<file path="src/rtl/lurc_defines.svh">
// Constants for the line unit mode and rate control block.
// Assumes inclusion by bare name from files under rtl/ and tb/.
`ifndef LURC_DEFINES_SVH
`define LURC_DEFINES_SVH

// Command register addresses on the serial port
`define LURC_ADDR_CR1       6'h01
`define LURC_ADDR_CR2       6'h02
`define LURC_ADDR_CR4       6'h04

// Register width and reset value
`define LURC_REG_W          5
`define LURC_REG_RST        5'h00

// Transmit control register fields
`define LURC_CR1_SINGLE     0
`define LURC_CR1_BUILD      1
`define LURC_CR1_CLKINV     2
`define LURC_CR1_ALLONES    3
`define LURC_CR1_TX_DRIVER_OFF      4

// Receive control register fields
`define LURC_CR2_EQDIS      0
`define LURC_CR2_DLOSDIS    1
`define LURC_CR2_ALOSDIS    2
`define LURC_CR2_CODECDIS   3

// Rate and loopback register fields
`define LURC_CR4_RLB        0
`define LURC_CR4_LLB        1
`define LURC_CR4_E3         2
`define LURC_CR4_STS        3

// Serial frame layout: direction, six address bits, spare, eight data
`define LURC_DIR_BIT        0
`define LURC_ADDR_LSB       1
`define LURC_ADDR_MSB       6
`define LURC_HEAD_BITS      5'd8
`define LURC_FRAME_BITS     5'd16
`define LURC_CNT_ZERO       5'd0
`define LURC_CNT_ONE        5'd1

// Timing: clock period and longest falling edge to output valid
`define LURC_CLK_NS         40
`define LURC_T_SDO_VALID_NS 200
`define LURC_SDO_VALID_CYC  (`LURC_T_SDO_VALID_NS / `LURC_CLK_NS)

`endif

</file>
<file path="src/rtl/lurc_pkg.sv">
// Types shared by the line unit mode and rate control block.
// Assumes the defines header is compiled alongside.
package lurc_pkg;

    // Line rate; one code also steers recovery, shaping and loss criteria
    typedef enum logic [1:0] {
        LURC_RATE_DS3,
        LURC_RATE_STS1,
        LURC_RATE_E3
    } lurc_rate_t;

    // Serial port frame progress
    typedef enum logic [1:0] {
        LURC_SER_IDLE,
        LURC_SER_SHIFT,
        LURC_SER_DONE
    } lurc_ser_t;

endpackage

</file>
<file path="src/rtl/lurc_sync.sv">
// Two-flop synchroniser bank with edge detection per bit.
// Assumes inputs are asynchronous pins; outputs sit in the CLK domain.
`timescale 1ns/1ps
module lurc_sync #(
    parameter int W = 1
) (
    // Clock and reset
    input  logic         clk,
    input  logic         rst_b,
    // Asynchronous pins
    input  logic [W-1:0] async_in,
    // Synchronised level and one-cycle edges
    output logic [W-1:0] level,
    output logic [W-1:0] rise,
    output logic [W-1:0] fall
);

    ////////////////////////////////////////////////////////////////////////
    // One chain per bit; the first flop feeds only the second
    genvar i;
    generate
        for (i = 0; i < W; i++) begin : g_bit
            logic meta;   // First stage, metastable
            logic stab;   // Second stage, safe to use
            logic prev;   // Delayed copy for edges

            // Chain of three flops, reset to low
            always_ff @(posedge clk) begin
                if (!rst_b) begin
                    meta <= 1'b0;
                    stab <= 1'b0;
                    prev <= 1'b0;
                end else begin
                    meta <= async_in[i];
                    stab <= meta;
                    prev <= stab;
                end
            end

            assign level[i] = stab;
            assign rise[i]  = stab & ~prev;
            assign fall[i]  = ~stab & prev;
        end
    endgenerate

endmodule

</file>
<file path="src/rtl/lurc_top.sv">
// Mode, rate and codec control with the four-wire serial command port.
// Assumes all pins are asynchronous to CLK; the serial clock is slow
// enough (half periods of 160 ns or more) to be oversampled at 25 MHz.
//
// Overview of operation
// - Input bits captured on serial clock rise
// - Read output bit updated after falls 8 to 15
// - Output released after last fall or deselect
// - Strap low: port off, pins configure
// - Hardware mode reassigns the serial pins
// - Strap high: configuration from command registers
// - Host mode ignores the dedicated config pins
// - Pins: E3 wins, else DS3 or STS-1
// - Host rate from register four, E3 wins
// - Register four holds both loopback enables
// - Rate sets recovery, codec, shaping, loss
// - Mark is pulse, space is no pulse
// - Receiver decodes to rails plus two clocks
// - Transmit input single or dual rail
// - Register one bit zero selects single rail
// - Register two bit three disables codec
`timescale 1ns/1ps
`include "lurc_defines.svh"
module lurc_top
    import lurc_pkg::*;
(
    // Clock and synchronous active-low reset
    input  logic       CLK,
    input  logic       RST_B,
    // Mode strap and shared serial port pins
    input  logic       CONFIG_SOURCE_STRAP,
    input  logic       CHIP_SEL_B_OR_RAIL,
    input  logic       SCLK_OR_CODEC_DIS,
    input  logic       SDI_OR_MUTE_EN,
    input  logic       REG_CLEAR_B_OR_RX2_INV,
    output logic       SDO_OR_CV_OUT,
    output logic       SDO_OR_CV_OE,
    output logic       CV_OR_RX2_CLK,
    // Dedicated configuration pins, used in hardware mode only
    input  logic       TX_BUILD_OUT_LEVEL_PIN,
    input  logic       TX_ALL_ONES_PIN,
    input  logic       RX_EQ_DISABLE_PIN,
    input  logic       LOCAL_LOOPBACK_PIN,
    input  logic       REMOTE_LOOPBACK_PIN,
    input  logic       SONET_OR_T3_PIN,
    input  logic       EUROPEAN_RATE_PIN,
    input  logic       TX_DRIVER_OFF_PIN,
    // Status from the receive datapath
    input  logic       CODE_VIOLATION,
    input  logic       SECOND_RX_CLOCK,
    // Selects toward the datapaths
    output lurc_rate_t RATE_SEL,
    output logic       CODEC_HDB3,
    output logic       CODEC_DISABLE,
    output logic       TX_SINGLE_RAIL,
    output logic       TX_DRIVER_OFF,
    output logic       TX_ALL_ONES,
    output logic       TX_CLK_INVERT,
    output logic       TX_BUILD_OUT,
    output logic       RX_EQ_DISABLE,
    output logic       DIGITAL_LOS_DISABLE,
    output logic       ANALOG_LOS_DISABLE,
    output logic       LOCAL_LOOPBACK,
    output logic       REMOTE_LOOPBACK,
    output logic       LOS_MUTE_ENABLE,
    output logic       RX2_CLK_INVERT
);

    ////////////////////////////////////////////////////////////////////////
    // Pin synchronisers
    logic       sclk_s;      // Serial clock level
    logic       sclk_rise;   // Serial clock rising edge
    logic       sclk_fall;   // Serial clock falling edge
    logic [13:0] pin_lvl;    // Other pins, synchronised
    logic       host_s, cs_b_s, sdi_s, clr_b_s, cv_s, rx2_s;
    logic       lev_s, aos_s, eq_s, llb_s, rlb_s, sts_s, e3_s, off_s;

    // Serial clock gets its own bank for edge detection
    lurc_sync #(.W(1)) u_sync_sclk (
        .clk      (CLK),
        .rst_b    (RST_B),
        .async_in (SCLK_OR_CODEC_DIS),
        .level    (sclk_s),
        .rise     (sclk_rise),
        .fall     (sclk_fall)
    );

    lurc_sync #(.W(14)) u_sync_pins (
        .clk      (CLK),
        .rst_b    (RST_B),
        .async_in ({CONFIG_SOURCE_STRAP, CHIP_SEL_B_OR_RAIL,
                    SDI_OR_MUTE_EN, REG_CLEAR_B_OR_RX2_INV,
                    CODE_VIOLATION, SECOND_RX_CLOCK,
                    TX_BUILD_OUT_LEVEL_PIN, TX_ALL_ONES_PIN,
                    RX_EQ_DISABLE_PIN, LOCAL_LOOPBACK_PIN,
                    REMOTE_LOOPBACK_PIN, SONET_OR_T3_PIN,
                    EUROPEAN_RATE_PIN, TX_DRIVER_OFF_PIN}),
        .level    (pin_lvl),
        .rise     (),
        .fall     ()
    );

    assign {host_s, cs_b_s, sdi_s, clr_b_s, cv_s, rx2_s,
            lev_s, aos_s, eq_s, llb_s, rlb_s, sts_s, e3_s, off_s} = pin_lvl;

    ////////////////////////////////////////////////////////////////////////
    // Serial frame engine
    lurc_ser_t            state;   // Frame progress
    logic [4:0]           cnt;     // Rising edges seen in this frame
    logic [7:0]           head;    // Direction, address, spare
    logic [7:0]           wdata;   // Data bits shifted in
    logic [7:0]           rdata;   // Register image being shifted out
    logic [7:0]           rimage;  // Image of the addressed register
    logic                 sdo_bit; // Serial output bit
    logic                 sdo_oe;  // Serial output drive enable
    logic [`LURC_REG_W-1:0] cr1, cr2, cr4;   // Command registers
    logic                 port_on; // Port enabled and selected
    logic                 commit;  // Last write bit just taken
    logic [5:0]           addr;    // Decoded register address

    assign port_on = host_s & ~cs_b_s;
    assign addr    = head[`LURC_ADDR_MSB:`LURC_ADDR_LSB];
    assign commit  = port_on & sclk_rise & (state == LURC_SER_SHIFT) &
                     (cnt == `LURC_FRAME_BITS - `LURC_CNT_ONE) &
                     ~head[`LURC_DIR_BIT];

    // Read image of a register; unmapped addresses read as zero.
    // Top address bits are kept in the decode, so a host that breaks
    // the zero convention reaches nothing.
    function automatic logic [7:0] reg_image(input logic [5:0] a);
        reg_image = 8'h00;
        case (a)
            `LURC_ADDR_CR1: reg_image = {3'h0, cr1};
            `LURC_ADDR_CR2: reg_image = {3'h0, cr2};
            `LURC_ADDR_CR4: reg_image = {3'h0, cr4};
            default:        reg_image = 8'h00;
        endcase
    endfunction

    // Image of the addressed register, ready for the first read bit
    always_comb begin
        rimage = reg_image(addr);
    end

    // Frame state and bit capture
    always_ff @(posedge CLK) begin
        if (!RST_B || !port_on) begin
            // Deselect aborts any partial frame
            state <= LURC_SER_IDLE;
            cnt   <= `LURC_CNT_ZERO;
            head  <= 8'h00;
            wdata <= 8'h00;
        end else begin
            case (state)
                LURC_SER_IDLE: begin
                    state <= LURC_SER_SHIFT;
                end
                LURC_SER_SHIFT: begin
                    if (sclk_rise) begin
                        cnt <= cnt + `LURC_CNT_ONE;
                        if (cnt < `LURC_HEAD_BITS) begin
                            head <= {sdi_s, head[7:1]};
                        end else begin
                            wdata <= {sdi_s, wdata[7:1]};
                        end
                        if (cnt == `LURC_FRAME_BITS - `LURC_CNT_ONE) begin
                            state <= LURC_SER_DONE;
                        end
                    end
                end
                // Extra clocks after a full frame are ignored
                LURC_SER_DONE: state <= LURC_SER_DONE;
                default:       state <= LURC_SER_IDLE;
            endcase
        end
    end

    // Serial output: loads the image after the header, shifts on falls
    always_ff @(posedge CLK) begin
        if (!RST_B || !port_on) begin
            sdo_bit <= 1'b0;
            sdo_oe  <= 1'b0;
            rdata   <= 8'h00;
        end else if (sclk_fall && head[`LURC_DIR_BIT]) begin
            if (state == LURC_SER_SHIFT && cnt == `LURC_HEAD_BITS) begin
                // first data bit after falling edge
                sdo_bit <= rimage[0];
                rdata   <= rimage >> 1;
                sdo_oe  <= 1'b1;
            end else if (state == LURC_SER_SHIFT &&
                         cnt > `LURC_HEAD_BITS) begin
                // next bit on each falling edge
                sdo_bit <= rdata[0];
                rdata   <= rdata >> 1;
            end else if (state == LURC_SER_DONE) begin
                sdo_oe  <= 1'b0;
            end
        end
    end

    ////////////////////////////////////////////////////////////////////////
    // Command registers, cleared by reset or the clear pin in host mode
    always_ff @(posedge CLK) begin
        if (!RST_B || (host_s && !clr_b_s)) begin
            cr1 <= `LURC_REG_RST;
            cr2 <= `LURC_REG_RST;
            cr4 <= `LURC_REG_RST;
        end else if (commit) begin
            // loopbacks and rate share one register
            // D0 to D4 sit in wdata[5:1] as the last bit arrives
            case (addr)
                `LURC_ADDR_CR1: cr1 <= wdata[5:1];
                `LURC_ADDR_CR2: cr2 <= wdata[5:1];
                `LURC_ADDR_CR4: cr4 <= wdata[5:1];
                default:        cr1 <= cr1;
            endcase
        end
    end

    ////////////////////////////////////////////////////////////////////////
    // Configuration source select
    lurc_rate_t next_rate;   // Rate from the active source

    // pins or register four, E3 overrides the other select
    always_comb begin
        next_rate = LURC_RATE_DS3;
        if (host_s ? cr4[`LURC_CR4_E3] : e3_s) begin
            next_rate = LURC_RATE_E3;
        end else if (host_s ? cr4[`LURC_CR4_STS] : sts_s) begin
            next_rate = LURC_RATE_STS1;
        end
    end

    // All selects are registered so the datapaths see clean levels
    always_ff @(posedge CLK) begin
        if (!RST_B) begin
            RATE_SEL            <= LURC_RATE_DS3;
            CODEC_HDB3          <= 1'b0;
            CODEC_DISABLE       <= 1'b0;
            TX_SINGLE_RAIL      <= 1'b0;
            TX_DRIVER_OFF       <= 1'b0;
            TX_ALL_ONES         <= 1'b0;
            TX_CLK_INVERT       <= 1'b0;
            TX_BUILD_OUT        <= 1'b0;
            RX_EQ_DISABLE       <= 1'b0;
            DIGITAL_LOS_DISABLE <= 1'b0;
            ANALOG_LOS_DISABLE  <= 1'b0;
            LOCAL_LOOPBACK      <= 1'b0;
            REMOTE_LOOPBACK     <= 1'b0;
            LOS_MUTE_ENABLE     <= 1'b0;
            RX2_CLK_INVERT      <= 1'b0;
        end else begin
            // one rate code steers all rate-bound parts
            // shaper marks ones by pulse per rate
            RATE_SEL   <= next_rate;
            CODEC_HDB3 <= (next_rate == LURC_RATE_E3);
            if (host_s) begin
                TX_SINGLE_RAIL      <= cr1[`LURC_CR1_SINGLE];
                TX_BUILD_OUT        <= cr1[`LURC_CR1_BUILD];
                TX_CLK_INVERT       <= cr1[`LURC_CR1_CLKINV];
                TX_ALL_ONES         <= cr1[`LURC_CR1_ALLONES];
                TX_DRIVER_OFF       <= cr1[`LURC_CR1_TX_DRIVER_OFF];
                RX_EQ_DISABLE       <= cr2[`LURC_CR2_EQDIS];
                DIGITAL_LOS_DISABLE <= cr2[`LURC_CR2_DLOSDIS];
                ANALOG_LOS_DISABLE  <= cr2[`LURC_CR2_ALOSDIS];
                CODEC_DISABLE       <= cr2[`LURC_CR2_CODECDIS];
                LOCAL_LOOPBACK      <= cr4[`LURC_CR4_LLB];
                REMOTE_LOOPBACK     <= cr4[`LURC_CR4_RLB];
                LOS_MUTE_ENABLE     <= 1'b0;
                RX2_CLK_INVERT      <= 1'b0;
            end else begin
                // select pin low means single rail
                TX_SINGLE_RAIL      <= ~cs_b_s;
                CODEC_DISABLE       <= sclk_s;
                LOS_MUTE_ENABLE     <= sdi_s;
                RX2_CLK_INVERT      <= clr_b_s;
                TX_BUILD_OUT        <= lev_s;
                TX_CLK_INVERT       <= 1'b0;
                TX_ALL_ONES         <= aos_s;
                TX_DRIVER_OFF       <= off_s;
                RX_EQ_DISABLE       <= eq_s;
                DIGITAL_LOS_DISABLE <= 1'b0;
                ANALOG_LOS_DISABLE  <= 1'b0;
                LOCAL_LOOPBACK      <= llb_s;
                REMOTE_LOOPBACK     <= rlb_s;
            end
        end
    end

    // Shared output pins; the violation flag loses two cycles to sync
    always_ff @(posedge CLK) begin
        if (!RST_B) begin
            SDO_OR_CV_OUT <= 1'b0;
            SDO_OR_CV_OE  <= 1'b0;
            CV_OR_RX2_CLK <= 1'b0;
        end else begin
            // flag and second clock in hardware mode
            SDO_OR_CV_OUT <= host_s ? sdo_bit : cv_s;
            SDO_OR_CV_OE  <= host_s ? sdo_oe : 1'b1;
            CV_OR_RX2_CLK <= host_s ? cv_s : rx2_s;
        end
    end

    ////////////////////////////////////////////////////////////////////////
    // Assertions
    int unsigned sdo_wait;   // Cycles since last serial clock fall
    always_ff @(posedge CLK) begin
        if (!RST_B || sclk_fall) begin
            sdo_wait <= 0;
        end else if (sdo_wait < 255) begin
            sdo_wait <= sdo_wait + 1;
        end
    end
endmodule

</file>
<file path="config.mk">
export PLATFORM = sky130hd
export DESIGN_NAME = lurc_top
export DESIGN_NICKNAME = d
export VERILOG_FILES = /design/src/rtl/lurc_pkg.sv /design/src/rtl/lurc_sync.sv /design/src/rtl/lurc_top.sv
export VERILOG_INCLUDE_DIRS = /design/src /design/src/rtl
export SDC_FILE = /design/constraint.sdc
export NUM_CORES = 1
export LEC_CHECK = 0
export BUFFER_PORTS_ARGS = -buffer_cell sky130_fd_sc_hd__buf_2
export CAP_MARGIN = 20
export CORE_ASPECT_RATIO = 0.6
export CORE_UTILIZATION = 45
export CTS_CLUSTER_SIZE = 30
export DETAILED_ROUTE_END_ITERATION = 8
export GPL_ROUTABILITY_DRIVEN = 0
export PLACE_DENSITY = 0.59
export RECOVER_POWER = 100
export SYNTH_ARGS = -nofsm -noshare
export SYNTH_HDL_FRONTEND = slang
export SYNTH_HIERARCHICAL = 1
export SYNTH_SLANG_ARGS = --single-unit
</file>
<file path="constraint.sdc">
create_clock -name CLK -period 4 [get_ports CLK]
set_input_delay 0.8 -clock CLK [delete_from_list [all_inputs] [get_ports CLK]]
set_output_delay 0.8 -clock CLK [all_outputs]
set_load 0.01 [all_outputs]
</file>
=== After elaboration in Yosys (flattened, before gate mapping) ===
Cells that the tools add are included.

* Output and inout port bits: 19
* Logic and storage cells: 135
* Register bits: 98

* Order comparisons: 2
* Muxes and demuxes: 26
* Reduce and logical (&&, ||, !) cells: 23
* Add/sub/neg operators: 1
* Equality and inequality tests: 11
* Bitwise gates (word level): 13

{| class="wikitable"
|+ Operators by type and width
! operator !! number
|-
| $mux W1 || 19
|-
| $mux W8 || 2
|-
| $pmux W5 S3 || 1
|-
| $reduce_and A2 Y1 || 7
|-
| $eq A5 B4 Y1 const B || 2
|-
| $reduce_and A3 Y1 || 3
|-
| $and A1 B1 Y1 || 7
|-
| $eq A6 B1 Y1 const B || 1
|-
| $eq A6 B2 Y1 const B || 1
|-
| $eq A6 B3 Y1 const B || 1
|-
| $mux W2 || 3
|-
| $ne A2 B2 Y1 const B || 3
|-
| $not A1 Y1 || 6
|-
| $pmux W2 S3 || 1
|-
| $add A5 B1 Y5 const B || 1
|-
| $gt A5 B4 Y1 const B || 1
|-
| $lt A5 B4 Y1 const B || 1
|-
| $eq A2 B2 Y1 const B || 2
|-
| $logic_and A1 B1 Y1 || 4
|-
| $reduce_bool A2 Y1 || 2
|-
| $logic_not A1 Y1 || 3
|-
| $eq A2 B1 Y1 const B || 1
|-
| $logic_not A2 Y1 || 1
|-
| $logic_or A1 B1 Y1 || 2
|-
| $reduce_or A2 Y1 || 1
|}

=== Depth between registers and ports, before layout ===
* Word-level depth: 7
* Gate-level depth with buffers: 8
* Depth with buffers taken out: 7

=== Modules after synthesis ===
The synthesis kept the hierarchy.

{| class="wikitable"
|+ By module, submodules not included
! module !! sequential area each (um^2) !! times used !! area each (um^2) !! cells an instance
|-
| lurc_top || 1241.2 || 1 || 2663.8 || 289
|-
| lurc_sync (u_sync_pins) || 840.8 || 1 || 1418.9 || 130
|-
| lurc_sync (u_sync_sclk) || 60.1 || 1 || 91.3 || 8
|}

=== Worst setup path before layout ===
No wires, ideal clock.

* Path type: register to register
* Start point: reg cnt[3]
* End point: reg cr2[4]
* Buffers on the path: 2
* Setup slack: 1.947 ns
* Clock period less this slack: 2.053 ns
* Cell stages (with the launch flop): 9
* Arrival: 1.925 ns
* Path through: dfxtp_1 > clkbuf_1 > and3_1 > ha_1 > nor4bb_1 > or4b_1 > clkbuf_1 > mux2i_1 > nor2_1

* Word-level cells in the longest chain between the ends: 4

{| class="wikitable"
|+ RTL lines
! item !! RTL line !! source
|-
| start: declaration || lurc_top.sv:109 || <nowiki>logic [4:0] cnt;</nowiki>
|-
| start signal: assignment || lurc_top.sv:150 || <nowiki>cnt <= `LURC_CNT_ZERO;</nowiki>
|-
| start signal: assignment || lurc_top.sv:160 || <nowiki>cnt <= cnt + `LURC_CNT_ONE;</nowiki>
|-
| $eq A5 B4 Y1 (no line) || - ||
|-
| $and A1 B1 Y1 (2 in a row) || lurc_top.sv:123 || <nowiki>assign commit = port_on & sclk_rise & (state == LURC_SER_SHIFT) &</nowiki>
|-
| $reduce_and A2 Y1 (no line) || - ||
|-
| end signal: assignment || lurc_top.sv:206 || <nowiki>cr2 <= `LURC_REG_RST;</nowiki>
|-
| end signal: assignment || lurc_top.sv:213 || <nowiki>`LURC_ADDR_CR2: cr2 <= wdata[5:1];</nowiki>
|-
| end: declaration || lurc_top.sv:116 || <nowiki>logic [`LURC_REG_W-1:0] cr1, cr2, cr4;</nowiki>
|}

Every way passes these cells.
A chain may end at the register's enable or synchronous reset.

=== Worst setup path in the final report ===
* Start point: in RST_B
* End point: reg rdata[0]

* Word-level cells in the longest chain between the ends: 2

{| class="wikitable"
|+ RTL lines
! item !! RTL line !! source
|-
| start: declaration || lurc_top.sv:29 || <nowiki>input logic RST_B,</nowiki>
|-
| $logic_not A1 Y1 || - ||
|-
| $logic_or A1 B1 Y1 || lurc_top.sv:180 || <nowiki>if (!RST_B || !port_on) begin</nowiki>
|-
| end signal: assignment || lurc_top.sv:188 || <nowiki>rdata <= rimage >> 1;</nowiki>
|-
| end signal: assignment || lurc_top.sv:194 || <nowiki>rdata <= rdata >> 1;</nowiki>
|-
| end: declaration || lurc_top.sv:112 || <nowiki>logic [7:0] rdata;</nowiki>
|}

Every way passes these cells.

==> impl_metrics.env <==
export IMPL_antenna_found_initial=0
export IMPL_first_pass_iters=4
export IMPL_r2r_setup_slack_ps=1680
export IMPL_portBuffers=35
export IMPL_gr_total_overflow=0
export IMPL_multi_input_area_mm2=0.00151
export IMPL_routedWlPerCell_um=14.1
export IMPL_finalSetupViolCount=0
export IMPL_ir_worst_vdd_mv=0.290
export IMPL_grt_pass1_wl_mm=11.5
export IMPL_startpoint_type="input pin"
export IMPL_power_leakage_nw=1.59
export IMPL_wl_met1_mm=3.80
export IMPL_drive_gt1_share_pct=9.97
export IMPL_required_ps=4240
export IMPL_io_pins=36
export IMPL_die_w_um=118
export IMPL_r2r_start="cnt[0]"
export IMPL_r2r_cells=7
export IMPL_fin_crit_sh_pct=70.3
export IMPL_cts_inserted_buffers=9
export IMPL_drc=0
export IMPL_syn_nets=393
export IMPL_diodes=0
export IMPL_core_mm2=0.00751
export IMPL_die_area_mm2=0.00840
export IMPL_die_h_um=71.4
export IMPL_worst_pin_slew_ps=1600
export IMPL_status="finished, violations left"
export IMPL_vias=2458
export IMPL_nets=409
export IMPL_worst_path_stages=4
export IMPL_dpl_cell_area_mm2=0.00374
export IMPL_cp_top_family="buffers and inverters"
export IMPL_syn_inst=370
export IMPL_fillers=704
export IMPL_rsz0062_at_grt="false"
export IMPL_crit_arrival_ps=3050
export IMPL_ctsResizeCount=0
export IMPL_path_clk_slew_ps=60
export IMPL_yosysWarningCount=6
export IMPL_startpoint="RST_B"
export IMPL_worstPathCellList="clkbuf_1, nand3b_1, clkbuf_1, a211oi_1"
export IMPL_hold_buffers=0
export IMPL_wl_met2_mm=2.76
export IMPL_grt_max_degree=53
export IMPL_drv_slew=53
export IMPL_root_buffer="clkbuf_16"
export IMPL_htreeDepth=3
export IMPL_synth_area_mm2=0.00361
export IMPL_cts_tree="built"
export IMPL_cp_endpoint="rdata[0]"
export IMPL_final_period_minus_worst_setup_slack_ps=2810
export IMPL_wirelength_mm=7.00
export IMPL_cp_common_cell="clkbuf_1"
export IMPL_crit_fanout=52
export IMPL_stdcell_area_mm2=0.00404
export IMPL_syn_area_per_cell_um2=9.76
export IMPL_setup_tns_ps=0
export IMPL_viasPerCell=4.97
export IMPL_post_cts_buffers=0
export IMPL_fin_skew_ps=6.51
export IMPL_worst_slack_ps=1190
export IMPL_drtAntennaViolNets=0
export IMPL_critPathKind="input pin to flip-flop"
export IMPL_rows=24
export IMPL_worstSetupEndpointType="flip-flop"
export IMPL_r2r_end="cr2[2]"
export IMPL_area_delta_synth_final_pct=11.8
export IMPL_pre_cts_slack_ps=1660
export IMPL_highest_layer="met4"
export IMPL_hpwl_mm=4.80
export IMPL_regArea_mm2=0.00186
export IMPL_slowest_delay_ps=1120
export IMPL_drtIter0Drc=209
export IMPL_start_util_pct=48.1
export IMPL_whs_ps=430
export IMPL_slowest_stage="clkbuf_1"
export IMPL_crit_buf_inv=2
export IMPL_cellPowerDensity_mw_per_mm2=467
export IMPL_clockBufferDepth=2
export IMPL_maxCapViolCount=1
export IMPL_grt_pass1_vias=2243
export IMPL_timing_fmax_mhz=355
export IMPL_track_usage_pct=18.2
export IMPL_cts_sinks=93
export IMPL_max_slew_margin_pct=-6.37
export IMPL_wl_met3_um=343
export IMPL_finalHoldViolations=0
export IMPL_hold_path_class="flip-flop to flip-flop"
export IMPL_violations="capacitance limit, slew limit"
export IMPL_clock_latency_ps=340
## state kept, by name, indices dropped and copies added (netlist names), 2 cells and up
name and count:
rdata 4, u_sync_pins/g_bit.stab 14, RATE_SEL 2, u_sync_pins/g_bit.meta 14
state 2, cr1 5, cnt 5, cr2 5
head 8, wdata 7, cr4 5
## through the flow
step,total power [W],utilization [%],std cells
2_1_floorplan,0.00101,-,370
3_3_place_gp,0.00102,49.8,478
3_5_place_dp,0.00102,49.8,478
4_1_cts,0.00191,54.1,494
5_1_grt,0.00196,53.8,495
6_report,0.00188,53.8,495
## metal layers
metal  global-route usage, %  vias to the layer above
li1                        -                     1257
met3                    6.05                       10
met2                    25.4                       57
met1                    25.8                     1134
met4                    6.84                        0
met5                       0                        -
## layout make-up
cell class / count / share of cell area (%)
timing repair buffer: 38 / 4.18
multi-input combinational: 232 / 37.4
sequential: 93 / 46.1
clock buffer: 12 / 6.60
clock inverter: 4 / 1.36
tap: 104 / 3.22
inverter: 12 / 1.12
## cells in the final DEF, fill, tap and decap left out, types with 6 or more instances in the layout
cell       count
dfxtp_1       93
nor2_1        35
mux2i_1       34
nand2_1       27
clkbuf_1      21
and2_1        17
a21oi_1       17
and2_0        16
buf_2         15
nor2b_1       14
inv_1         12
nand3b_1       9
clkbuf_16      9
nor3_1         7
and3_1         6
ha_1           6
## worst reg2reg max path, stage by stage, from the launching register on
cell	delay, ps
dfxtp_1	400
ha_1	180
and3_1	160
ha_1	170
nor4bb_1	360
or4b_1	650
mux2i_1	240
nor2_1	50
## power breakdown
part / internal (W) / switching (W) / leakage [nW]
Clock: 0.000537 / 0.000345 / 0.155
Combinational: 0.0000233 / 0.0000273 / 0.673
Sequential: 0.000946 / 0.00000603 / 0.757
## worst min path at each step
stage,from,end,slack [ps],cells after the start
5_1_grt,u_sync_pins/g_bit[7].meta,u_sync_pins/g_bit[7].stab,440,1
6_report,u_sync_pins/g_bit[7].meta,u_sync_pins/g_bit[7].stab,430,1
3_3_place_gp,u_sync_pins/g_bit[8].meta,u_sync_pins/g_bit[8].stab,420,1
2_1_floorplan,u_sync_sclk/g_bit[0].meta,u_sync_sclk/level,410,1
3_5_place_dp,u_sync_pins/g_bit[7].meta,u_sync_pins/g_bit[7].stab,420,1
4_1_cts,u_sync_pins/g_bit[7].meta,u_sync_pins/g_bit[7].stab,430,1
Power figures use the tool's default switching activity.
